## src/sapr_pkg.sv

```systemverilog
// shared constants and types for the converter readout logic
package sapr_pkg;
   localparam int SAPR_RES_W = 14;
   localparam int SAPR_BYTE_W = 8;
   localparam int SAPR_LOW_W = 6;
   localparam logic [13:0] SAPR_CODE_FULL = 14'h3FFF;
   localparam logic [13:0] SAPR_CODE_MID = 14'h2000;
   localparam logic [13:0] SAPR_CODE_ZERO = 14'h0000;
   localparam logic [13:0] SAPR_CODE_RESET = 14'h3F80;
   localparam int SAPR_LSB_DIV = 16384;
   localparam int SAPR_CLK_MHZ = 100;
   localparam int SAPR_CONV_NS = 273;
   localparam int SAPR_ABORT_NS = 45;
   // longest times round down
   localparam int SAPR_CONV_CYC = (SAPR_CONV_NS * SAPR_CLK_MHZ) / 1000;
   localparam int SAPR_ABORT_CYC = (SAPR_ABORT_NS * SAPR_CLK_MHZ) / 1000;
   localparam int SAPR_PWD_NS = 10000;
   localparam int SAPR_WAKE_NS = 1000;
   localparam int SAPR_PWD_CYC = (SAPR_PWD_NS * SAPR_CLK_MHZ) / 1000;
   localparam int SAPR_WAKE_CYC = (SAPR_WAKE_NS * SAPR_CLK_MHZ) / 1000;
   localparam int SAPR_INVALID_CNT = 4;
   localparam int SAPR_FIFO_DEPTH = 8;
   localparam int SAPR_CNT_W = 20;

   typedef enum logic [2:0] {
      SAPR_IDLE = 3'b000,
      SAPR_CONV = 3'b001,
      SAPR_RST = 3'b010,
      SAPR_PWD = 3'b011,
      SAPR_WAKE = 3'b100,
      SAPR_NAP = 3'b101
   } sapr_state_e;

   typedef struct packed {
      logic valid;
      logic [13:0] code;
   } sapr_result_s;
endpackage

```

## src/sapr_fifo.sv

```systemverilog
// small fifo holding finished conversion results
`timescale 1ns/100ps
module sapr_fifo #(
   parameter int WIDTH = 15,
   parameter int DEPTH = 8
) (
   input wire logic core_clk,
   input wire logic reset,
   input wire logic clk_en,
   input wire logic in_valid,
   output logic in_ready,
   input wire logic [WIDTH-1:0] in_data,
   output logic out_valid,
   input wire logic out_ready,
   output logic [WIDTH-1:0] out_data
);
   localparam int AW = $clog2(DEPTH);
   logic [WIDTH-1:0] mem_r [DEPTH];
   logic [AW-1:0] wr_ptr_r;
   logic [AW-1:0] rd_ptr_r;
   logic [AW:0] count_r;
   logic push;
   logic pop;
   logic [WIDTH-1:0] out_data_r;
   logic out_valid_r;

   // ready counts stored words only; the output register holds one word more so a shown word stays put
   assign in_ready = (count_r != DEPTH[AW:0]);
   assign push = in_valid && in_ready && clk_en;
   assign pop = clk_en && (count_r != '0) && (!out_valid_r || out_ready);
   assign out_valid = out_valid_r;
   assign out_data = out_data_r;

   // storage writes
   always_ff @(posedge core_clk)
   begin
      if (push)
      begin
         mem_r[wr_ptr_r] <= in_data;
      end
   end

   // pointers and registered read port
   always_ff @(posedge core_clk or posedge reset)
   begin
      if (reset)
      begin
         wr_ptr_r <= '0;
         rd_ptr_r <= '0;
         count_r <= '0;
         out_valid_r <= 1'b0;
         out_data_r <= '0;
      end
      else if (clk_en)
      begin
         if (push)
            wr_ptr_r <= wr_ptr_r + 1'b1;
         if (pop)
         begin
            rd_ptr_r <= rd_ptr_r + 1'b1;
            out_data_r <= mem_r[rd_ptr_r];
            out_valid_r <= 1'b1;
         end
         else if (out_ready)
            out_valid_r <= 1'b0;
         count_r <= count_r + {{AW{1'b0}}, push} - {{AW{1'b0}}, pop};
      end
   end
endmodule

```

## src/sapr_readout.sv

```systemverilog
// digital side of a 14-bit successive-approximation converter: control and readout
// What this block does
// results are straight binary, 3FFF full scale, 2000 midscale, 0000 zero.
// one code step is the reference divided by 16384.
// data lines driven only while chip select and read are both low.
// any other chip select and read combination floats the data lines.
// host avoids reads and bus turnarounds near the convert-start falling edge.
// byte select low puts the full 14-bit result out, MSB on top.
// byte-wide host reads top eight lines twice, byte select low then high.
// byte select high gives low six bits, two zeros, lower lines zero.
// byte reads work with read toggling or held low.
// reset input low aborts a running conversion within 45 ns.
// while in reset the output code is 3F80.
// release from short reset resumes normal operation at once.
// first four conversions after reset are flagged invalid.
// reset held beyond the threshold time enters powerdown.
// release from powerdown returns to normal within the wake delay.
// conversions are timed internally and finish within 273 ns unless the result fifo is full.
// host should reset after power-on once supply reaches 95 percent.
// conversion starts on convert-start fall with select low, or vice versa.
// busy rises at conversion start and falls when conversion ends.
// select falling while busy and convert-start high aborts, giving 3F80.
// with nap request low, nap is entered when busy falls until sampling.
`timescale 1ns/100ps
module sapr_readout
   import sapr_pkg::*;
#(
   parameter int PWD_CYC = SAPR_PWD_CYC,
   parameter int WAKE_CYC = SAPR_WAKE_CYC,
   parameter int CONV_CYC = SAPR_CONV_CYC
) (
   input wire logic core_clk,
   input wire logic reset,
   input wire logic clk_en,
   input wire logic chip_select_n,
   input wire logic read_n,
   input wire logic byte_select,
   input wire logic convert_start_n,
   input wire logic reset_powerdown_n,
   input wire logic nap_request_n,
   input wire logic [13:0] sample_code,
   output logic [13:0] result_bus_o,
   output logic [13:0] result_bus_oe,
   output logic busy,
   output logic result_valid,
   output logic napping,
   output logic powered_down,
   output logic [13:0] stream_code,
   output logic stream_valid,
   output logic stream_ok,
   input wire logic stream_ready
);
   sapr_state_e state_r;
   sapr_state_e state_nxt;
   logic cs_d_r;
   logic cv_d_r;
   logic [SAPR_CNT_W-1:0] cnt_r;
   logic [2:0] inval_r;
   logic [13:0] result_r;
   logic [13:0] sample_r;
   logic valid_r;
   logic [13:0] drive_r;
   logic oe_r;
   logic cs_fall;
   logic cv_fall;
   logic start_conv;
   logic abort_conv;
   logic rst_in;
   logic conv_done;
   logic pwd_reached;
   logic wake_done;
   logic fifo_ready;
   logic push_res;
   logic [13:0] rd_word;
   logic [7:0] low_byte;
   sapr_result_s push_word;
   sapr_result_s pop_word;

   // edge detection on host strobes, inputs are synchronous to core_clk
   assign cs_fall = cs_d_r && !chip_select_n;
   assign cv_fall = cv_d_r && !convert_start_n;
   assign rst_in = !reset_powerdown_n;
   assign start_conv = (cv_fall && !chip_select_n) || (cs_fall && !convert_start_n);
   assign abort_conv = cs_fall && convert_start_n && (state_r == SAPR_CONV);
   // a full fifo holds off completion so no result is ever dropped
   assign conv_done = (cnt_r >= SAPR_CNT_W'(CONV_CYC - 1)) && fifo_ready;
   assign pwd_reached = cnt_r >= SAPR_CNT_W'(PWD_CYC - 1);
   assign wake_done = cnt_r >= SAPR_CNT_W'(WAKE_CYC - 1);
   assign push_res = (state_r == SAPR_CONV) && conv_done && !rst_in && !abort_conv;

   // next state; reset pin has top priority so abort takes one edge
   always_comb
   begin
      state_nxt = state_r;
      unique case (state_r)
         SAPR_IDLE, SAPR_NAP:
         begin
            if (rst_in)
               state_nxt = SAPR_RST;
            else if (start_conv)
               state_nxt = SAPR_CONV;
            else if (!nap_request_n)
               state_nxt = SAPR_NAP;
            else
               state_nxt = SAPR_IDLE;
         end
         SAPR_CONV:
         begin
            if (rst_in)
               state_nxt = SAPR_RST;
            else if (abort_conv || conv_done)
               state_nxt = nap_request_n ? SAPR_IDLE : SAPR_NAP;
         end
         SAPR_RST:
         begin
            if (!rst_in)
               state_nxt = SAPR_IDLE;
            else if (pwd_reached)
               state_nxt = SAPR_PWD;
         end
         SAPR_PWD:
         begin
            if (!rst_in)
               state_nxt = SAPR_WAKE;
         end
         SAPR_WAKE:
         begin
            if (rst_in)
               state_nxt = SAPR_RST;
            else if (wake_done)
               state_nxt = SAPR_IDLE;
         end
         default:
            state_nxt = SAPR_IDLE;
      endcase
   end

   // state, counter and strobe history
   always_ff @(posedge core_clk or posedge reset)
   begin
      if (reset)
      begin
         state_r <= SAPR_RST;
         cnt_r <= '0;
         cs_d_r <= 1'b1;
         cv_d_r <= 1'b1;
      end
      else if (clk_en)
      begin
         state_r <= state_nxt;
         cs_d_r <= chip_select_n;
         cv_d_r <= convert_start_n;
         if (state_nxt != state_r)
            cnt_r <= '0;
         else if (!pwd_reached || state_r != SAPR_RST)
            cnt_r <= cnt_r + 1'b1;
      end
   end

   // sample captured at conversion start; result latched at end or abort
   always_ff @(posedge core_clk or posedge reset)
   begin
      if (reset)
      begin
         sample_r <= SAPR_CODE_ZERO;
         result_r <= SAPR_CODE_RESET;
         valid_r <= 1'b0;
         inval_r <= 3'h0;
      end
      else if (clk_en)
      begin
         if (start_conv && (state_r == SAPR_IDLE || state_r == SAPR_NAP) && !rst_in)
            sample_r <= sample_code;
         if (rst_in || state_r == SAPR_PWD || state_r == SAPR_WAKE)
         begin
            result_r <= SAPR_CODE_RESET;
            valid_r <= 1'b0;
            inval_r <= 3'h0;
         end
         else if (abort_conv)
         begin
            result_r <= SAPR_CODE_RESET;
            valid_r <= 1'b0;
         end
         else if (push_res)
         begin
            result_r <= sample_r;
            valid_r <= (inval_r == 3'(SAPR_INVALID_CNT));
            if (inval_r != 3'(SAPR_INVALID_CNT))
               inval_r <= inval_r + 3'h1;
         end
      end
   end

   // readout word: byte mode moves low six bits to the top lines
   assign low_byte = {result_r[SAPR_LOW_W-1:0], 2'b00};
   assign rd_word = byte_select ? {low_byte, {SAPR_LOW_W{1'b0}}} : result_r;

   // output register follows the word every cycle so held-low read works too
   always_ff @(posedge core_clk or posedge reset)
   begin
      if (reset)
      begin
         drive_r <= SAPR_CODE_RESET;
         oe_r <= 1'b0;
      end
      else if (clk_en)
      begin
         drive_r <= rd_word;
         oe_r <= !chip_select_n && !read_n;
      end
   end

   assign result_bus_o = drive_r;
   assign result_bus_oe = {SAPR_RES_W{oe_r}};
   assign busy = (state_r == SAPR_CONV);
   assign result_valid = valid_r;
   assign napping = (state_r == SAPR_NAP);
   assign powered_down = (state_r == SAPR_PWD);

   assign push_word.valid = (inval_r == 3'(SAPR_INVALID_CNT));
   assign push_word.code = sample_r;

   // finished results also stream out through an 8-deep buffer
   sapr_fifo #(
      .WIDTH($bits(sapr_result_s)),
      .DEPTH(SAPR_FIFO_DEPTH)
   ) u_fifo (
      .core_clk(core_clk),
      .reset(reset),
      .clk_en(clk_en),
      .in_valid(push_res),
      .in_ready(fifo_ready),
      .in_data(push_word),
      .out_valid(stream_valid),
      .out_ready(stream_ready),
      .out_data(pop_word)
   );

   assign stream_code = pop_word.code;
   assign stream_ok = pop_word.valid;
endmodule

```

## config.mk

```make
export PLATFORM = sky130hd
export DESIGN_NAME = sapr_readout
export DESIGN_NICKNAME = d
export VERILOG_FILES = /design/src/sapr_pkg.sv /design/src/sapr_fifo.sv /design/src/sapr_readout.sv
export SDC_FILE = /design/constraint.sdc
export NUM_CORES = 1
export LEC_CHECK = 0
export BUFFER_PORTS_ARGS = -buffer_cell sky130_fd_sc_hd__buf_2
export CAP_MARGIN = 20
export CELL_PAD_IN_SITES_DETAIL_PLACEMENT = 1
export CELL_PAD_IN_SITES_GLOBAL_PLACEMENT = 2
export CORE_MARGIN = 4
export CORE_UTILIZATION = 45
export CTS_CLUSTER_DIAMETER = 100
export CTS_CLUSTER_SIZE = 24
export DETAILED_ROUTE_END_ITERATION = 10
export PLACE_DENSITY = 0.93
export SYNTH_ARGS = -nofsm -noshare
export SYNTH_HDL_FRONTEND = slang
export SYNTH_SLANG_ARGS = --single-unit
export TNS_END_PERCENT = 10
```

## constraint.sdc

```tcl
create_clock -name core_clk -period 5.5 [get_ports core_clk]
set_input_delay 0.275 -clock core_clk [delete_from_list [all_inputs] [get_ports core_clk]]
set_output_delay 0.275 -clock core_clk [all_outputs]
set_load 0.02 [all_outputs]
```

Word level (Yosys, flattened, before mapping)
Memory sizes are Yosys's and may differ from the RTL's. A register that Yosys moved wholly into a read port is not among the register bits.
Index checks and enable logic that the tools add are counted.

storage, ports and cells
  flip-flop bits (word level) = 83
  memory bits (writable) = 120
  bits of input ports = 24
  output and inout bits = 48
  word-level logic and storage cells = 109
  memories = 1

operators by class
  add/subtract/negate cells = 6
  order comparisons = 3
  equal/unequal tests = 11
  muxes and demuxes = 28
  reduce and logical (&&, ||, !) cells = 46

memory list
  name          depth  width  read ports  clocked after Yosys merged registers in  write ports  RTL line         text
  u_fifo.mem_r  8      15     1           1                                        1            sapr_fifo.sv:18  logic [WIDTH-1:0] mem_r [DEPTH];

operator list
  cell                   count
  $mux 14                4
  $mux 3                 14
  $mux 20                2
  $add 20x1->20 const B  1
  $ge 20x10->1 const B   1
  $ge 20x5->1 const B    1
  $ge 20x7->1 const B    1
  $logic_and 1x1->1      17
  $pmux 3 s5             1
  $reduce_and 2->1       6
  $add 3x1->3 const B    3
  $eq 3x3->1 const B     3
  $reduce_bool 2->1      4
  $logic_not 1->1        7
  $logic_or 1x1->1       7
  $mux 1                 7
  $eq 3x2->1 const B     2
  $add 4x1->4            1
  $ne 4x4->1 const B     1
  $reduce_and 4->1       1
  $reduce_bool 4->1      1
  $sub 4x1->4            1
  $eq 3x1->1 const B     1
  $logic_not 3->1        1
  6 further kinds        6

Depth between registers and ports, before layout
  depth in word-level cells = 11
  gate-level depth with buffers = 14
  depth with buffers taken out = 14

Modules after synthesis
From an unflattened synthesis, not the netlist that was laid out.

unflattened totals
  cell total of the unflattened synthesis = 721
  area total of the unflattened synthesis = 9,874.5 µm²

modules (own cells, without submodules)
  module        times used  cells each  area each (µm²)  seq. area each (µm²)
  sapr_fifo     1           345         5,975.7          4,254.1
  sapr_readout  1           376         3,898.7          1,823.0

Worst setup path before layout
Ideal clock, no wire load.

  path type = register to register
  start = register cnt_r[0]
  end = memory u_fifo.mem_r[0][0] (enable)
  setup time = 426 ps
  arrival = 2,907 ps
  data required time = 5,074 ps
  path slack = 2,167 ps
  stages on the path, launching flop included = 9
  buffers on the path = 0
  clock period less this slack = 3,333 ps
  cells stage by stage = dfrtp_1 -> inv_1 -> ha_1 -> o311ai_0 -> nand2_1 -> o21ai_2 -> nor3_1 -> nand2_2 -> nor4_1

between the ends
  cells in the longest elaborated chain, start to end = 9

ends and longest elaborated chain
  item                             RTL line             text
  start: declaration               sapr_readout.sv:57   logic [SAPR_CNT_W-1:0] cnt_r;
  start signal: assignment         sapr_readout.sv:156  cnt_r <= cnt_r + 1'b1;
  $ge 20x5->1                      sapr_readout.sv:86   assign conv_done = (cnt_r >= SAPR_CNT_W'(CONV_CYC - 1)) && fifo_ready;
  $logic_and 1x1->1                sapr_readout.sv:86
  $logic_and 1x1->1 (3 in series)  sapr_readout.sv:89   assign push_res = (state_r == SAPR_CONV) && conv_done && !rst_in && !abort_conv;
  $logic_and 1x1->1 (2 in series)  sapr_fifo.sv:29      assign push = in_valid && in_ready && clk_en;
  $mux 1                           sapr_fifo.sv:37      if (push)
  $mux 1 (not written as such)     sapr_fifo.sv:39      mem_r[wr_ptr_r] <= in_data;
  end: declaration                 sapr_fifo.sv:18

No other way between the ends.

Final worst setup path
  start = register cnt_r[0]
  end = register u_fifo.count_r[3]

between the ends
  cells in the longest elaborated chain, start to end = 9

ends and longest elaborated chain
  item                             RTL line            text
  $ge 20x5->1                      sapr_readout.sv:86
  $logic_and 1x1->1                sapr_readout.sv:86
  $logic_and 1x1->1 (3 in series)  sapr_readout.sv:89
  $logic_and 1x1->1 (2 in series)  sapr_fifo.sv:29
  $add 4x1->4                      sapr_fifo.sv:66     count_r <= count_r + {{AW{1'b0}}, push} - {{AW{1'b0}}, pop};
  $sub 4x1->4                      sapr_fifo.sv:66
  end signal: assignment           sapr_fifo.sv:66
  end: declaration                 sapr_fifo.sv:21     logic [AW:0] count_r;

No other way between the ends.
A chain may end at the register's enable or synchronous reset.

==> impl_metrics.env <==
export IMPL_tns_ns=0
export IMPL_synth_main_ff_cell="edfxtp_1"
export IMPL_status="complete, no violations"
export IMPL_cts_made_buffers=13
export IMPL_critPathRequiredTime_ns=5.84
export IMPL_die_h_microns=152
export IMPL_r2r_end="u_fifo.count_r[3]"
export IMPL_syn_area_sq_mm=0.00930
export IMPL_cellPowerDensity_mw_per_mm2=393
export IMPL_crit_type="register to register"
export IMPL_synth_largest_area_cell="edfxtp_1"
export IMPL_wire_per_inst_microns=21.0
export IMPL_ant_nets=0
export IMPL_h_tree_depth=1
export IMPL_r2r_setup_slack_ns=2.37
export IMPL_vias_per_cell=5.50
export IMPL_overflow=0
export IMPL_cts_tree="done"
export IMPL_critPathLaunchType="register"
export IMPL_cp_arrival_ns=3.47
export IMPL_drt_pass1_iter_count=5
export IMPL_cp_top_family="compound AO/OA/AOI/OAI gates"
export IMPL_worst_slew_pin_slew_ns=0.954
export IMPL_p_leak_uw=0.00417
export IMPL_synth_fp_nets=708
export IMPL_ctsRootBufferMaster="clkbuf_16"
export IMPL_finalCritPeriodShare_pct=56.9
export IMPL_async_reset_ff_share_pct=45.0
export IMPL_grt_pass1_vias=5960
export IMPL_ir_drop_mv=0.175
export IMPL_drc_errors=0
export IMPL_cts_hold_buf=2
export IMPL_core_area_sq_mm=0.0203
export IMPL_fmax_mhz=320
export IMPL_crit_end="u_fifo.count_r[3]"
export IMPL_path_buf_inv=3
export IMPL_synthCells=671
export IMPL_ys_types=55
export IMPL_clock_latency_ns=0.47
export IMPL_antenna_cells=0
export IMPL_wl_met3_microns=882
export IMPL_reg2regPathDepth=14
export IMPL_relSlewSlack_pct=36.4
export IMPL_hp_class="primary input to register"
export IMPL_drive_gt1_share_pct=24.7
export IMPL_numClockSinks=218
export IMPL_start_util_pct=45.8
export IMPL_synth_top_area_share_pct=38.8
export IMPL_rows=52
export IMPL_crit_slowest_cell="dfrtp_1"
export IMPL_report_final_slew_viol_count=0
export IMPL_wl_met2_mm=11.0
export IMPL_clk_pin_slew_ns=0.10
export IMPL_worstSetupStartpoint="cnt_r[0]"
export IMPL_min_path_cells=2
export IMPL_period_needed_ns=3.13
export IMPL_utilization_pct=51.0
export IMPL_grt_pass1_wl_mm=33.8
export IMPL_yosys_top_cells_area="edfxtp_1 (39%), dfrtp_1 (22%), mux4_2 (7.3%), dfstp_2 (4.8%), nand2_1 (3.5%)"
export IMPL_fp_dieW_microns=152
export IMPL_drv_cap=0
export IMPL_die_area_sq_mm=0.0230
export IMPL_cts_resized=0
export IMPL_grt_max_degree=67
export IMPL_hpwl_mm=14.7
export IMPL_ios=72
export IMPL_synth_seq_cells=218
export IMPL_wl_met1_mm=9.03
export IMPL_setup_viol=0
export IMPL_dr_total_vias=5541
export IMPL_rr_startpoint="cnt_r[0]"
export IMPL_total_power_uw=4070
export IMPL_hold_violations=0
export IMPL_synth_area_per_cell_sq_um=13.9
export IMPL_rsz0062_at_grt="no"
export IMPL_post_cts_setup_buffers=0
export IMPL_fin_nets=769
export IMPL_crit_cells=14
export IMPL_end_kind="register"
export IMPL_skew_ns=0.0157
export IMPL_grt_usage_pct=19.1
export IMPL_drtIter0Drc=424
export IMPL_dpl_cell_area_sq_mm=0.00992
export IMPL_place_congestion=0.784
export IMPL_syn_to_final_growth_pct=11.3
export IMPL_portBuffers=71
export IMPL_ys_warnings_count=0
export IMPL_routed_wl_mm=21.1
export IMPL_final_area_sq_mm=0.0104
export IMPL_worstPathMaxFanout=14
export IMPL_top_layer_used="met4"
export IMPL_synth_edff_count=120
export IMPL_clock_path_buffers=3
export IMPL_antenna_found_initial=0
export IMPL_ys_seq_area_share_pct=65.4
export IMPL_crit_chain="inv_1, ha_1, o311ai_0, nand2_1, o21ai_2, nor3_1, buf_4, nand2_2, clkinv_1, ha_1, a21o_1, a21oi_1, xnor2_1, a21oi_1"
export IMPL_slowest_delay_ns=0.45
power by group:
group          switching [uW]  total [uW]  leakage, uW  internal (uW)
Combinational             490         934      0.00164            443
Clock                     522         977     0.000181            456
Sequential                231        2160      0.00235           1930
Total                    1240        4070      0.00417           2820
synth_stat cells, types with 2 or more instances:
master	number
clkbuf_1	19
xnor2_1	11
edfxtp_1	120
nand3_1	14
dfrtp_1	81
mux4_2	30
nor3_1	14
a31oi_1	2
o2bb2ai_1	8
a31o_2	2
inv_1	19
nand2b_1	5
nand4_1	4
xor2_1	7
nand2_1	86
o31ai_1	4
o21ai_0	29
buf_4	14
a21o_1	4
and3_1	11
a21oi_1	23
a22o_1	7
a211oi_1	3
dfstp_2	17
nor2b_1	5
nor2_1	45
nor4_1	3
mux2_2	18
or3_1	2
ha_1	12
buf_1	7
mux2i_1	22
layout make-up:
type | instances | area, sq um
clock buffer | 19 | 348
timing repair buffer | 88 | 531
tap | 270 | 338
multi-input combinational | 391 | 2950
clock inverter | 2 | 27.5
fill | 2101 | 9950
inverter | 20 | 77.6
sequential | 218 | 6080
cell families after synthesis:
group	share of synthesized area, %
flip-flops	65.4
AND/OR/NAND/NOR	9.88
AO/OA/AOI/OAI	6.27
multiplexers	11.8
buffers and inverters	3.16
XOR/XNOR	1.70
adder cells (fa/ha/maj)	1.83
layout by cell type, fill, tap and decap left out, drive strengths merged, types with 2 or more instances in the layout:
cell type,instances
edfxtp,120
nand2,87
buf,86
dfrtp,81
nor2,46
mux4,30
o21ai,30
a21oi,23
mux2i,22
inv,21
clkbuf,19
mux2,18
dfstp,17
nand3,14
nor3,14
ha,12
and3,11
xnor2,11
o2bb2ai,8
a22o,7
xor2,7
nand2b,5
nor2b,5
nand4,5
nor4,5
o31ai,4
a21o,4
a211oi,3
or3,2
a31oi,2
a31o,2
dlygate4sd3,2
and2,2
metrics by stage:
step                setup slack [ns]  hold WS, ns  instances
CTS                             2.19       0.0289       1006
finish                          2.37       0.0417       1008
floorplan                       2.17        0.361        671
detailed placement              2.03        0.320        983
global placement                2.21        0.312        978
global route                    2.07       0.0272       1008
registers in the layout, summed over array words and instances, names as in the netlist:
signal,count
result_valid,1
oe_r,1
u_fifo.rd_ptr_r,3
u_fifo.wr_ptr_r,3
cv_d_r,1
inval_r,3
cnt_r,20
state_r,3
u_fifo.out_valid,1
sample_r,14
result_r,14
result_bus_o,14
u_fifo.out_data,15
u_fifo.mem_r,120
cs_d_r,1
u_fifo.count_r,4
per-layer routing:
| metal | up-vias | GRT usage, % |
|---|---|---|
| met5 | - | 0 |
| met4 | 0 | 3.05 |
| met3 | 17 | 2.71 |
| met2 | 117 | 33.4 |
| met1 | 2849 | 26.0 |
| li1 | 2558 | - |
worst min path at each step:
stage | from | to | slack, ns
floorplan | read_n | oe_r | 0.36
global placement | reset | result_bus_o[4] | 0.31
detailed placement | reset | result_bus_o[4] | 0.32
CTS | sample_code[10] | sample_r[10] | 0.03
global route | sample_code[10] | sample_r[10] | 0.03
finish | sample_code[3] | sample_r[3] | 0.04
Power figures use the tool's default switching activity.
